File: src/dba_pkg.sv
// Package with constants and carriers for data bank addressing
// Function
// Instruction low byte sits at even address
// Program counter steps two, bit zero reads zero
// Absolute target word address loads PC 20:1
// Relative offset counts words, moves twice bytes
// Four two-word instructions, second word 1111; only DBA_OP_FULLMOV and DBA_OP_JUMP expect a second word here
// Lone 1111 word executes as no-operation
// Data addresses twelve bits, sixteen 256-byte banks
// Unimplemented data location reads as zero
// USB banks RAM when off, shared when on
// Bank pointer upper four bits read zero
// Banked address is pointer over operand
// Load bank literal writes bank pointer
// Unimplemented bank writes dropped, reads zero
// Full address move uses twelve-bit addresses
// Fast map low to bank 0, high to 15
// Access bit one banks, zero fast map
// Extended set enable alters fast map
// Operand read second phase, write fourth phase; the read pulse on mem.rd lands in DBA_PH3 here
// Special function registers F60h to FFFh
// Fast map F00 plus operand from 60h
// Skipped second word takes single-word timing
package dba_pkg;
  // ************************************************************
  // Widths and constants
  // ************************************************************
  localparam int PC_W = 21;
  localparam int DA_W = 12;
  localparam logic [3:0] SECOND_WORD_TAG = 4'hf;
  localparam logic [7:0] FAST_SPLIT = 8'h60;
  localparam logic [3:0] FAST_LOW_BANK = 4'h0;
  localparam logic [3:0] FAST_HIGH_BANK = 4'hf;
  localparam logic [11:0] SFR_BASE = 12'hf60;
  localparam logic [3:0] BANK_RESET = 4'h0;
  localparam logic [PC_W-1:0] PC_RESET = 21'h000000;
  // Banks 0..IMPL_TOP_BANK are implemented, plus the top bank
  localparam logic [3:0] IMPL_TOP_BANK = 4'h2;
  localparam logic [3:0] USB_BANK = 4'h2;
  // Extended mode maps fast operands below this onto the pointer page
  localparam logic [7:0] EXT_SPLIT = 8'h60;

  typedef enum logic [1:0] {
    DBA_PH1 = 2'b00,
    DBA_PH2 = 2'b01,
    DBA_PH3 = 2'b10,
    DBA_PH4 = 2'b11
  } dba_phase_t;

  typedef enum logic [2:0] {
    DBA_OP_NONE    = 3'h0,
    DBA_OP_FILE    = 3'h1,
    DBA_OP_LOAD_BANK_LITERAL   = 3'h2,
    DBA_OP_FULLMOV = 3'h3,
    DBA_OP_JUMP    = 3'h4,
    DBA_OP_BRANCH  = 3'h5,
    DBA_OP_SKIP    = 3'h6
  } dba_op_t;

  // Decoded instruction fields from the execution datapath
  typedef struct packed {
    dba_op_t     op;
    logic        access_sel;
    logic [7:0]  operand;
    logic        do_write;
    logic [7:0]  wdata;
    logic [19:0] word_target;
    logic [10:0] rel_words;
    logic        skip_taken;
  } dba_cmd_t;

  // Data memory access presented to the RAM
  typedef struct packed {
    logic        rd;
    logic        wr;
    logic [11:0] addr;
    logic [7:0]  wdata;
    logic        usb_owned;
  } dba_mem_t;
endpackage

File: src/dba_core.sv
// Program alignment and data memory address generation
`timescale 1ns/1ps
`default_nettype none
module dba_core (
  // Clock and reset
  input  wire  logic               clock,
  input  wire  logic               rst_n,
  // Instruction stream
  input  wire  logic               cmd_valid,
  input  wire  dba_pkg::dba_cmd_t  cmd,
  input  wire  logic [15:0]        fetch_word,
  // Configuration and data return
  input  wire  logic               extended_set_enable,
  input  wire  logic               usb_enable,
  input  wire  logic [7:0]         mem_rdata,
  // Outputs
  output var   logic [20:0]        pc,
  output var   dba_pkg::dba_mem_t  mem,
  output var   logic [7:0]         rdata,
  output var   logic [7:0]         bank_pointer,
  output var   logic [1:0]         phase,
  output var   logic               second_is_nop
);
  import dba_pkg::*;

  // ************************************************************
  // Phase counter and pending instruction
  // ************************************************************
  dba_phase_t ph, next_ph;
  dba_cmd_t   cur, next_cur;
  logic       busy, next_busy;
  logic       expect_second, next_expect_second;
  logic       lone_nop, next_lone_nop;

  always_comb begin
    next_ph = ph;
    next_cur = cur;
    next_busy = busy;
    next_expect_second = expect_second;
    next_lone_nop = lone_nop;
    case (ph)
      DBA_PH1: begin
        if (cmd_valid) begin
          next_cur = cmd;
          next_busy = 1'b1;
          // Lone tagged word becomes a no-operation
          next_lone_nop = !expect_second &&
                          fetch_word[15:12] == SECOND_WORD_TAG;
          next_expect_second = cmd.op == DBA_OP_FULLMOV ||
                               cmd.op == DBA_OP_JUMP;
          if (cmd.op == DBA_OP_SKIP && cmd.skip_taken) begin
            next_expect_second = 1'b0;
          end
        end else begin
          next_busy = 1'b0;
        end
        next_ph = DBA_PH2;
      end
      DBA_PH2: next_ph = DBA_PH3;
      DBA_PH3: next_ph = DBA_PH4;
      DBA_PH4: next_ph = DBA_PH1;
      default: next_ph = DBA_PH1;
    endcase
  end

  always_ff @(posedge clock or negedge rst_n) begin
    if (!rst_n) begin
      ph <= DBA_PH1;
      cur <= '0;
      busy <= 1'b0;
      expect_second <= 1'b0;
      lone_nop <= 1'b0;
    end else begin
      ph <= next_ph;
      cur <= next_cur;
      busy <= next_busy;
      expect_second <= next_expect_second;
      lone_nop <= next_lone_nop;
    end
  end

  // ************************************************************
  // Address formation
  // ************************************************************
  logic [3:0]  bank, next_bank;
  logic [11:0] eff_addr;
  logic        implemented;
  logic        active;

  assign active = busy && !lone_nop;

  always_comb begin
    if (cur.op == DBA_OP_FULLMOV) begin
      // Full twelve-bit address ignores the pointer
      eff_addr = {cur.word_target[11:0]};
    end else if (cur.access_sel) begin
      eff_addr = {bank, cur.operand};
    end else if (extended_set_enable && cur.operand < EXT_SPLIT) begin
      eff_addr = {bank, cur.operand};
    end else if (cur.operand < FAST_SPLIT) begin
      eff_addr = {FAST_LOW_BANK, cur.operand};
    end else begin
      eff_addr = {FAST_HIGH_BANK, cur.operand};
    end
  end

  // Only low banks and the top bank exist
  assign implemented = eff_addr[11:8] <= IMPL_TOP_BANK ||
                       eff_addr[11:8] == FAST_HIGH_BANK;

  // ************************************************************
  // Bank pointer and program counter
  // ************************************************************
  logic [20:0] pcr, next_pc;
  dba_mem_t    next_mem;
  logic [7:0]  next_rdata;

  always_comb begin
    next_bank = bank;
    next_pc = pcr;
    if (ph == DBA_PH4 && active) begin
      if (cur.op == DBA_OP_LOAD_BANK_LITERAL) begin
        next_bank = cur.operand[3:0];
      end
    end
    if (ph == DBA_PH1) begin
      next_pc = pcr + 21'h000002;
    end
    if (ph == DBA_PH4 && active) begin
      if (cur.op == DBA_OP_JUMP) begin
        next_pc = {cur.word_target, 1'b0};
      end else if (cur.op == DBA_OP_BRANCH) begin
        // Signed word offset doubled to bytes
        next_pc = pcr + {{9{cur.rel_words[10]}}, cur.rel_words, 1'b0};
      end
    end
    next_pc[0] = 1'b0;
  end

  always_comb begin
    next_mem = '0;
    next_rdata = rdata;
    next_mem.addr = eff_addr;
    // USB bank shared with serial engine only when enabled
    next_mem.usb_owned = usb_enable && eff_addr[11:8] == USB_BANK;
    if (active && cur.op inside {DBA_OP_FILE, DBA_OP_FULLMOV}) begin
      // Read is decided once the new instruction is held in cur
      next_mem.rd = (ph == DBA_PH2) && implemented;
      next_mem.wr = (ph == DBA_PH3) && cur.do_write && implemented;
      next_mem.wdata = cur.wdata;
    end
    if (ph == DBA_PH3 && active) begin
      next_rdata = implemented ? mem_rdata : 8'h00;
    end
  end

  always_ff @(posedge clock or negedge rst_n) begin
    if (!rst_n) begin
      bank <= BANK_RESET;
      pcr <= PC_RESET;
      mem <= '0;
      rdata <= 8'h00;
    end else begin
      bank <= next_bank;
      pcr <= next_pc;
      mem <= next_mem;
      rdata <= next_rdata;
    end
  end

  assign pc = pcr;
  assign bank_pointer = {4'h0, bank};
  assign phase = ph;
  assign second_is_nop = lone_nop;

  // ************************************************************
  // Checks on the program counter and phase order
  // ************************************************************
  chk_pc_even: assert property (@(posedge clock)
    disable iff (!rst_n)
    pcr[0] == 1'b0)
    else $error("pc odd");

  // The reset term keeps the release edge out of the step check
  chk_pc_step: assert property (@(posedge clock)
    disable iff (!rst_n)
    ph == DBA_PH1 && rst_n |=> pcr == $past(pcr) + 21'h000002)
    else $error("pc step wrong");

  chk_pc_hold: assert property (@(posedge clock)
    disable iff (!rst_n)
    ph inside {DBA_PH2, DBA_PH3} |=> pcr == $past(pcr))
    else $error("pc moved mid cycle");

  chk_jump_load: assert property (@(posedge clock)
    disable iff (!rst_n)
    ph == DBA_PH4 && active && cur.op == DBA_OP_JUMP
    |=> pcr == {$past(cur.word_target), 1'b0})
    else $error("jump target wrong");

  chk_branch_step: assert property (@(posedge clock)
    disable iff (!rst_n)
    ph == DBA_PH4 && active && cur.op == DBA_OP_BRANCH
    |=> pcr == $past(pcr) +
        {{9{$past(cur.rel_words[10])}}, $past(cur.rel_words), 1'b0})
    else $error("branch offset wrong");

  chk_phase_wrap: assert property (@(posedge clock)
    disable iff (!rst_n)
    ph == DBA_PH4 |=> ph == DBA_PH1)
    else $error("phase order wrong");

  // ************************************************************
  // Checks on the bank pointer and two-word instructions
  // ************************************************************
  chk_bank_upper: assert property (@(posedge clock)
    disable iff (!rst_n)
    bank_pointer[7:4] == 4'h0)
    else $error("bank upper set");

  chk_bank_load: assert property (@(posedge clock)
    disable iff (!rst_n)
    ph == DBA_PH4 && active && cur.op == DBA_OP_LOAD_BANK_LITERAL
    |=> bank == $past(cur.operand[3:0]))
    else $error("bank load wrong");

  chk_bank_hold: assert property (@(posedge clock)
    disable iff (!rst_n)
    !(ph == DBA_PH4 && active && cur.op == DBA_OP_LOAD_BANK_LITERAL)
    |=> bank == $past(bank))
    else $error("bank changed unasked");

  chk_pair_operand: assert property (@(posedge clock)
    disable iff (!rst_n)
    ph == DBA_PH1 && cmd_valid && expect_second |=> !lone_nop)
    else $error("paired word dropped");

  chk_lone_set: assert property (@(posedge clock)
    disable iff (!rst_n)
    ph == DBA_PH1 && cmd_valid && !expect_second &&
    fetch_word[15:12] == SECOND_WORD_TAG |=> lone_nop)
    else $error("lone word not marked");

  chk_lone_quiet: assert property (@(posedge clock)
    disable iff (!rst_n)
    lone_nop |-> !mem.rd && !mem.wr)
    else $error("lone word touched memory");

  // ************************************************************
  // Checks on data addressing
  // ************************************************************
  chk_banked: assert property (@(posedge clock)
    disable iff (!rst_n)
    busy && cur.op == DBA_OP_FILE && cur.access_sel
    |-> eff_addr == {bank, cur.operand})
    else $error("banked");

  chk_fast_low: assert property (@(posedge clock)
    disable iff (!rst_n)
    busy && cur.op == DBA_OP_FILE && !cur.access_sel &&
    !extended_set_enable && cur.operand < FAST_SPLIT
    |-> eff_addr == {4'h0, cur.operand})
    else $error("fast map low");

  chk_fast_high: assert property (@(posedge clock)
    disable iff (!rst_n)
    busy && cur.op == DBA_OP_FILE && !cur.access_sel &&
    !extended_set_enable && cur.operand >= FAST_SPLIT
    |-> eff_addr[11:8] == 4'hf)
    else $error("fast map high");

  chk_ext_map: assert property (@(posedge clock)
    disable iff (!rst_n)
    busy && cur.op == DBA_OP_FILE && !cur.access_sel &&
    extended_set_enable && cur.operand < EXT_SPLIT
    |-> eff_addr[11:8] == bank)
    else $error("extended map");

  chk_full_move: assert property (@(posedge clock)
    disable iff (!rst_n)
    busy && cur.op == DBA_OP_FULLMOV |-> eff_addr == cur.word_target[11:0])
    else $error("full move address");

  chk_usb_share: assert property (@(posedge clock)
    disable iff (!rst_n)
    mem.usb_owned |-> $past(usb_enable) && mem.addr[11:8] == USB_BANK)
    else $error("usb bank share");

  chk_unimpl_zero: assert property (@(posedge clock)
    disable iff (!rst_n)
    ph == DBA_PH3 && active && !implemented |=> rdata == 8'h00)
    else $error("unimpl read");

  chk_unimpl_drop: assert property (@(posedge clock)
    disable iff (!rst_n)
    mem.wr |-> mem.addr[11:8] <= IMPL_TOP_BANK ||
               mem.addr[11:8] == FAST_HIGH_BANK)
    else $error("unimpl write");

  chk_read_phase: assert property (@(posedge clock)
    disable iff (!rst_n)
    mem.rd |-> ph == DBA_PH3)
    else $error("read phase");

  chk_write_phase: assert property (@(posedge clock)
    disable iff (!rst_n)
    mem.wr |-> ph == DBA_PH4 && !lone_nop)
    else $error("write phase");

  // ************************************************************
  // Cover points
  // ************************************************************
  cov_jump: cover property (@(posedge clock)
    active && cur.op == DBA_OP_JUMP && ph == DBA_PH4);
  cov_lone: cover property (@(posedge clock) lone_nop && ph == DBA_PH2);
  cov_write: cover property (@(posedge clock) mem.wr);
  cov_branch: cover property (@(posedge clock)
    active && cur.op == DBA_OP_BRANCH && ph == DBA_PH4);
  cov_unimpl: cover property (@(posedge clock)
    active && ph == DBA_PH3 && !implemented);
endmodule
`default_nettype wire

File: config.mk
export PLATFORM = sky130hd
export DESIGN_NAME = dba_core
export DESIGN_NICKNAME = d
export VERILOG_FILES = /design/src/dba_pkg.sv /design/src/dba_core.sv
export SDC_FILE = /design/constraint.sdc
export NUM_CORES = 1
export LEC_CHECK = 0
export BUFFER_PORTS_ARGS = -buffer_cell sky130_fd_sc_hd__buf_2
export CAP_MARGIN = 20
export CORE_ASPECT_RATIO = 1.5
export CORE_MARGIN = 1.5
export CORE_UTILIZATION = 54
export CTS_CLUSTER_SIZE = 28
export DETAILED_ROUTE_END_ITERATION = 8
export PLACE_DENSITY = 0.81
export SLEW_MARGIN = 0
export SYNTH_ARGS = -nofsm -noshare
export SYNTH_HDL_FRONTEND = slang
export SYNTH_SLANG_ARGS = --single-unit
export TNS_END_PERCENT = 1
File: constraint.sdc
create_clock -name clock -period 2.7 [get_ports clock]
set_input_delay 0.135 -clock clock [delete_from_list [all_inputs] [get_ports clock]]
set_output_delay 0.135 -clock clock [all_outputs]
set_load 0.01 [all_outputs]
==> results.toml, run 1 <==
[floorplan]
rows = 46
die_area_um2 = 11500
core_um2 = 10500
io_pins = 145
start_util_pct = 55.4
die_width_um = 87.9
die_h_um = 130

[route]
wirelength_um = 14100
drt_iter0_drc = 226
wl_met3_um = 566
wire_per_inst_um = 17.2
dr_wl_met2_um = 7650
drtAntennaViolNets = 0
drtPass1Iterations = 5
wl_met1_um = 5350
vias_per_cell = 5.61
drc = 0
vias = 4570
route.top_layer_used = "met4"

[sta]
fin_skew_ns = 0.0100
grt_setup_unrepaired = "false"
fmax_mhz = 399
max_slew_margin_pct = 57.8
setup_violations = 0
fin_tns_setup_ns = 0
slew_viol_final = 0
setup_slack_ns = 0.195
fin_crit_ns = 2.51
tightest_slew_ns = 0.633
min_period_over_period_pct = 92.8
hold_viol_final = 0

[final_layout]
diodes = 0
syn_to_final_growth_pct = 19.8
drive_gt1_share_pct = 35.5
layout_common_cells = "125 x buf_2, 111 x dfrtp_1, 65 x mux2_2"
layout.nets = 773
nFillCells = 840
mostFrequentLayoutCell = "buf_2"

[critical_path]
crit_fanout = 11
worstPathRequired_ns = 2.91
end_kind = "flop"
cpMaxStageDelayCell = "dfrtp_1"
cp_num_buf_inv = 0
critPathKind = "flop to flop"
critical_path.top_delay_family = "compound AO/OA/AOI/OAI gates"
max_stage_delay_ns = 0.61
crit_chain = "ha_1 -> a21o_1 -> o21bai_1 -> a221oi_1 -> o31ai_1 -> a21oi_2 -> mux2i_1 -> a211oi_1"
crit_arrival_ns = 2.71
start_kind = "flop"

[yosys]
yosysWarnings = 0
synth_mux_area_share_pct = 14.7
synthAdderAreaFrac_pct = 5.49
synth_xor_area_share_pct = 5.10
synth_top_family_by_area = "multiplexers"
avgSynthCellArea_um2 = 11.0
synth_area_um2 = 5840
synth_cells = 531
yosys.area_share.simple_pct = 11.7
ys_seq_elements = 112
synth_compound_area_share_pct = 11.8
synthArstFlopShare_pct = 100
yosys.cell_types.count = 62
synth-seq-area-share_pct = 48.0
synth-edff-count = 0
synth_ff_type = "dfrtp_1"

[grt]
grt_util_all_layers_pct = 25.6
antenna_found_initial = 0
grt_overflow = 0
grt_pass1_vias = 4743
grt_max_degree = 52
grt_pass1_wl_um = 22500

[clock_tree]
clk_latency_ns = 0.35
h-tree-depth = 3
cts_tree = "yes"
cts_buffer_depth = 2
clkTransAtPathRegs_ns = 0.08
cts_sinks = 112
numCtsBuffers = 9
cts-root-buf = "clkbuf_16"
post_cts_buffers = 0

[outcome]
status = "finished clean"

[placement]
hpwl_um = 10500
gp_congestion = 0.889
dp_slack_ns = 0.180
place.port_buffers = 126

[min_path]
hold_class = "input pin to flop"

[flow_run]
maxCapViolations = 0

[pwr]
max-vdd-ir-drop_v = 0.000499
power.density_nw_per_um2 = 856
leakage_nw = 3.34
## stage by stage
stage,total power [mW],instances,area (um2),hold slack (ns),util (%)
2_1_floorplan,3.88,535,5850,-0.161,-
3_3_place_gp,4.61,793,6650,0.190,63.1
3_5_place_dp,4.68,793,6650,0.198,63.1
4_1_cts,6.00,815,7000,0.00239,66.4
5_1_grt,6.36,815,7000,0.00777,66.4
6_report,5.99,815,7000,0.00837,66.4
## timing repair
action,4_1_cts,5_1_grt
gates resized for setup,0,1
endpoints found under the setup margin,0,1
hold buffers,6,0
hold endpoints to repair,54,0
## worst paths after layout
check                      slack, ns          start       endpoint  cells after the start
max                             0.19        cur[11]         pc[20]                      8
min                            0.008   mem_rdata[0]       rdata[0]                      2
max reg2reg                     0.19        cur[11]         pc[20]                      8
min reg2reg                     0.47  expect_second  second_is_nop                      1
max in group asynchronous       1.44          rst_n        cur[41]                      3
min in group asynchronous       0.35          rst_n        mem[15]                      2
## power by group
group / total [mW] / switching (mW) / internal, mW
clock network: 1.28 / 0.630 / 0.650
registers: 2.27 / 0.299 / 1.97
logic: 2.44 / 1.35 / 1.09
total: 5.99 / 2.28 / 3.71
## cell families after synthesis
family / Yosys count
other: 1
DFF: 112
adders and majority gates: 25
buffers and inverters: 40
AOI/OAI and AO/OA: 106
xor gates and xnor gates: 34
muxes: 76
and+or+nand+nor: 137
## metal layers
layer / track usage, % / vias to the layer above
met5: 0 / -
met2: 45.5 / 131
met3: 3.92 / 36
li1: - / 2174
met1: 29.5 / 2229
met4: 12.8 / 0
## layout make-up
cell class | instances | area [um2] | share of cell area (%)
Inverter | 13 | 48.8 | 0.697
Timing Repair Buffer | 147 | 806 | 11.5
Multi-Input combinational cell | 383 | 2870 | 41.0
Clock buffer | 10 | 229 | 3.27
Tap cell | 144 | 180 | 2.57
Clock inverter | 6 | 61.3 | 0.876
Sequential cell | 112 | 2800 | 40.1
## synthesized netlist by cell type (2+ instances only)
| library cell | instances | area share [%] |
|---|---|---|
| a221oi_1 | 2 | 0.30 |
| a22oi_1 | 4 | 0.51 |
| nor4_1 | 3 | 0.32 |
| mux2_2 | 65 | 13 |
| a21oi_1 | 32 | 2.7 |
| o21ai_0 | 23 | 2.0 |
| o31ai_1 | 4 | 0.51 |
| a22o_1 | 8 | 1.2 |
| ha_1 | 24 | 5.1 |
| and4_1 | 2 | 0.30 |
| nor2_1 | 26 | 1.7 |
| o2111ai_1 | 2 | 0.30 |
| nand2_1 | 45 | 2.9 |
| o211ai_1 | 3 | 0.39 |
| xnor2_1 | 16 | 2.4 |
| o21a_1 | 2 | 0.26 |
| a311oi_1 | 2 | 0.30 |
| a31oi_1 | 4 | 0.43 |
| and2_1 | 5 | 0.54 |
| a21o_1 | 4 | 0.51 |
| nand4_1 | 9 | 0.96 |
| dfrtp_1 | 112 | 48 |
| buf_2 | 4 | 0.34 |
| buf_4 | 6 | 0.77 |
| mux2i_1 | 7 | 1.2 |
| nor3_1 | 8 | 0.69 |
| inv_1 | 13 | 0.84 |
| and3_1 | 14 | 1.5 |
| mux2i_2 | 3 | 0.71 |
| clkbuf_1 | 15 | 0.96 |
| xor2_1 | 18 | 2.7 |
| a211oi_1 | 4 | 0.51 |
| nand3_1 | 9 | 0.77 |
| nor2b_1 | 3 | 0.32 |
| or3_1 | 3 | 0.32 |
## sequential cells by signal, indices dropped and copies added, names as in the netlist
signal and flops:
cur 52, mem 23, pc 20, rdata 8, bank 4, phase 2
busy 1, expect_second 1, second_is_nop 1
## worst reg2reg max path, cell delays in order, from the launching register on
cell      delay (ns)
dfrtp_1         0.61
ha_1            0.41
a21o_1          0.25
o21bai_1        0.22
a221oi_1        0.31
o31ai_1         0.14
a21oi_2         0.14
mux2i_1         0.22
a211oi_1        0.07
Power figures use the tool's default switching activity.
==> run 2: changes to the inputs <==
Settings changed: CORE_MARGIN 1.5 to not set.
==> results.toml, run 2 (synthesis gave the netlist of run 1 again) <==
[outcome]
status = "finished clean"

[final_layout]
mostFrequentLayoutCell = "buf_2"
largest_register_ffs = 52
layout.nets = 772
layout_common_cells = "125 x buf_2, 112 x dfrtp_1, 65 x mux2_2"
regMostFlops = "cur"
postLayoutCellArea_um2 = 7040
syn_to_final_growth_pct = 20.6
drive_gt1_share_pct = 35.4

[placement]
hpwl_um = 10500
gp_congestion = 0.894
place_area_um2 = 6660
place.port_buffers = 126

[route]
drtAntennaViolNets = 0
vias_per_cell = 5.64
wl_met1_um = 5680
vias = 4598
wirelength_um = 14300
route.top_layer_used = "met4"
drtPass1Iterations = 4
drt_iter0_drc = 171
dr_wl_met2_um = 7660
wire_per_inst_um = 17.6
drc = 0
wl_met3_um = 576

[critical_path]
start_kind = "flop"
worstPathRequired_ns = 2.95
end_kind = "flop"
cpMaxStageDelayCell = "dfrtp_1"
max_stage_delay_ns = 0.47
crit_chain = "inv_1 -> fa_1 -> nand2b_1 -> a21oi_1 -> o31a_1 -> o2111ai_1 -> and2_1 -> xor2_1 -> o31ai_1"
critPathKind = "flop to flop"
crit_arrival_ns = 2.74
crit_fanout = 7

[clock_tree]
clk_latency_ns = 0.35
clkTransAtPathRegs_ns = 0.07
cts_buffer_depth = 2
cts_tree = "yes"
h-tree-depth = 3
cts-root-buf = "clkbuf_16"
cts_sinks = 112
numCtsBuffers = 9

[floorplan]
die_width_um = 86.9
core_um2 = 10500
io_pins = 145
die_h_um = 129
start_util_pct = 55.4
rows = 46
die_area_um2 = 11200

[grt]
grt_pass1_vias = 4741
grt_max_degree = 58
grt_overflow = 0
grt_pass1_wl_um = 22800
antenna_found_initial = 1
grt_util_all_layers_pct = 26.4

[sta]
fin_tns_setup_ns = 0
fin_crit_ns = 2.49
grt_setup_unrepaired = "false"
hold_viol_final = 0
setup_violations = 0
fin_worst_hold_slack_ns = 0.00491
min_period_over_period_pct = 92.3
slew_viol_final = 0
fmax_mhz = 401
max_slew_margin_pct = 62.2
tightest_slew_ns = 0.565
fin_skew_ns = 0.00560

[flow_run]
maxCapViolations = 0

[pwr]
power.density_nw_per_um2 = 875
max-vdd-ir-drop_v = 0.000527
leakage_nw = 3.36

[min_path]
hold_class = "input pin to flop"
run 2: worst max-delay path, delay by kind of cell (launching register included):
| kind | cells | cell delay [ns] |
|---|---|---|
| AO/OA/AOI/OAI | 4 | 0.81 |
| XOR/XNOR | 1 | 0.15 |
| adder cells (fa/ha/maj) | 1 | 0.46 |
| buffers and inverters | 1 | 0.10 |
| flip-flops | 1 | 0.47 |
| AND/OR/NAND/NOR | 2 | 0.41 |
run 2: area by class of cell:
class	count	area [um2]
clock inverters	6	104
inverters	13	48.8
flip-flops and latches	112	2800
diodes	1	2.50
clock buffers	10	229
fillers	820	3490
multi-input cells	383	2870
repair buffers	146	808
well taps	144	180
run 2: what timing repair did:
action                    CTS  global route
resized for setup           0             0
buffers inserted            0             0
hold endpoints to repair   43             0
hold buffers                5             0
run 2: through the flow:
stage | instances | power [mW] | setup slack, ns | util, %
6_report | 815 | 6.16 | 0.208 | 66.9
5_1_grt | 815 | 6.50 | 0.0779 | 66.9
4_1_cts | 814 | 6.17 | 0.193 | 66.9
3_5_place_dp | 793 | 4.67 | 0.237 | 63.2
3_3_place_gp | 793 | 4.61 | 0.302 | 63.2
2_1_floorplan | 535 | 3.88 | 0.388 | -
run 2: path summary, 6_finish.rpt:
path / start / endpoint / slack (ns) / cells past startpoint
max: pc[2] / pc[13] / 0.21 / 9
min: mem_rdata[1] / rdata[1] / 0.005 / 2
max reg2reg: pc[2] / pc[13] / 0.21 / 9
min reg2reg: expect_second / second_is_nop / 0.47 / 1
max in group asynchronous: rst_n / mem[2] / 1.65 / 3
min in group asynchronous: rst_n / cur[26] / 0.30 / 2
run 2: report_power, final:
group,total [mW],switching (mW),internal (mW)
Clock,1.47,0.638,0.831
Combinational,2.43,1.35,1.08
Sequential,2.26,0.299,1.96
Total,6.16,2.29,3.88
run 2: routing by layer:
layer	vias up	track usage, %
li1	2156	-
met1	2263	31.0
met2	144	46.5
met3	35	4.27
met4	0	12.5
met5	-	0
==> run 3: changes to the inputs <==
Settings changed: CORE_UTILIZATION 54 to 51, PLACE_DENSITY 0.81 to 0.77.
==> results.toml, run 3 (synthesis gave the netlist of run 1 again) <==
[outcome]
status = "finished clean"

[clock_tree]
cts_buffer_depth = 2
cts_tree = "yes"
cts.repair.resized = 0
cts_sinks = 112
clk_latency_ns = 0.35
post_cts_buffers = 0
ctsHoldBuffers = 7
numCtsBuffers = 9
h-tree-depth = 3
clkTransAtPathRegs_ns = 0.08
cts-root-buf = "clkbuf_16"

[final_layout]
syn_to_final_growth_pct = 20.7
postLayoutCellArea_um2 = 7050
layout.nets = 775
regMostFlops = "cur"
drive_gt1_share_pct = 35.4
largest_register_ffs = 52
fin_cells = 821
mostFrequentLayoutCell = "buf_2"
utilization_pct = 63.4
layout_common_cells = "125 x buf_2, 112 x dfrtp_1, 65 x mux2_2"
nFillCells = 901

[sta]
min_period_over_period_pct = 93.9
slew_viol_final = 0
fmax_mhz = 394
setup_slack_ns = 0.164
fin_skew_ns = 0.00813
grt_setup_unrepaired = "false"
tightest_slew_ns = 0.677
fin_tns_setup_ns = 0
max_slew_margin_pct = 54.8
fin_crit_ns = 2.54
setup_violations = 0
hold_viol_final = 0

[placement]
hpwl_um = 10700
place_area_um2 = 6670
dpl.cell_count = 797
gp_congestion = 0.860
dp_slack_ns = 0.198
place.port_buffers = 126

[grt]
grt_pass1_wl_um = 23700
grt_pass1_vias = 4823
grt_max_degree = 58
antenna_found_initial = 1
grt_util_all_layers_pct = 26.4
grt_overflow = 0

[route]
drtPass1Iterations = 5
drtAntennaViolNets = 0
vias = 4575
drt_iter0_drc = 255
wirelength_um = 14400
wire_per_inst_um = 17.5
drc = 0
vias_per_cell = 5.57

[floorplan]
io_pins = 145
die_area_um2 = 11900
die_h_um = 133
start_util_pct = 52.5
core_um2 = 11100
rows = 47
die_width_um = 89.4

[critical_path]
crit_fanout = 7
crit_arrival_ns = 2.79
reg2regPathDepth = 9
startpoint = "pc[2]"
critPathKind = "flop to flop"
worstPathRequired_ns = 2.95
end_kind = "flop"
rr_startpoint = "pc[2]"
start_kind = "flop"

[pwr]
max-vdd-ir-drop_v = 0.000449
leakage_nw = 3.36
power.density_nw_per_um2 = 865

[min_path]
whs_path_depth = 2
hold_start = "cmd[6]"
hold_class = "input pin to flop"

[flow_run]
maxCapViolations = 0
==> run 3: changes by cell type in the layout (fill, tap and decap cells not counted), sizes merged <==
cell,previous run,this run
dlygate4sd3,5,7
clkinv,2,1
buf,141,142
bufinv,2,1
clkinvlp,1,2
inv,14,15
==> run 3: worst max-delay path, cell delays in order, from the launching register on <==
cell	delay, ns
dfrtp_1	0.49
inv_1	0.11
fa_1	0.46
nand2b_1	0.18
a21oi_1	0.20
o31a_1	0.23
o2111ai_1	0.17
and2_1	0.23
xor2_1	0.16
o31ai_1	0.22
==> run 3: layout make-up <==
cell class	instances	area, um2	share of cell area (%)
multi-input cells	383	2870	40.7
flip-flops and latches	112	2800	39.8
repair buffers	149	836	11.9
clock buffers	10	229	3.25
well taps	147	184	2.61
clock inverters	6	76.3	1.08
inverters	13	48.8	0.692
diodes	1	2.50	0.0355
==> run 3: path summary, 6_finish.rpt <==
kind,end,slack (ns)
setup / recovery,pc[13],0.16
hold / removal,cur[6],0.006
setup reg to reg,pc[13],0.16
hold reg to reg,second_is_nop,0.47
max in group asynchronous,cur[34],1.55
min in group asynchronous,cur[47],0.36
==> run 3: through the flow <==
stage | hold WS [ns] | power [mW]
floorplan | -0.161 | 3.88
global placement | 0.213 | 4.65
detailed placement | 0.221 | 4.71
CTS | 0.00233 | 6.10
global route | 0.00344 | 6.49
finish | 0.00624 | 6.10
==> run 3: report_power, final <==
group	internal [mW]	total [mW]	switching (mW)
Combinational	1.09	2.46	1.37
Clock	0.735	1.38	0.640
Sequential	1.97	2.26	0.297
Total	3.80	6.10	2.30
==> run 3: metal layers <==
| metal | vias up | track usage, % | part of all wire [%] | routed length (um) |
|---|---|---|---|---|
| li1 | 2166 | - | - | - |
| met3 | 37 | 3.81 | 3.5 | 498 |
| met1 | 2250 | 32.3 | 40 | 5680 |
| met4 | 0 | 13.3 | 3.7 | 537 |
| met2 | 122 | 44.5 | 53 | 7650 |
| met5 | - | 0 | 0 | 0 |
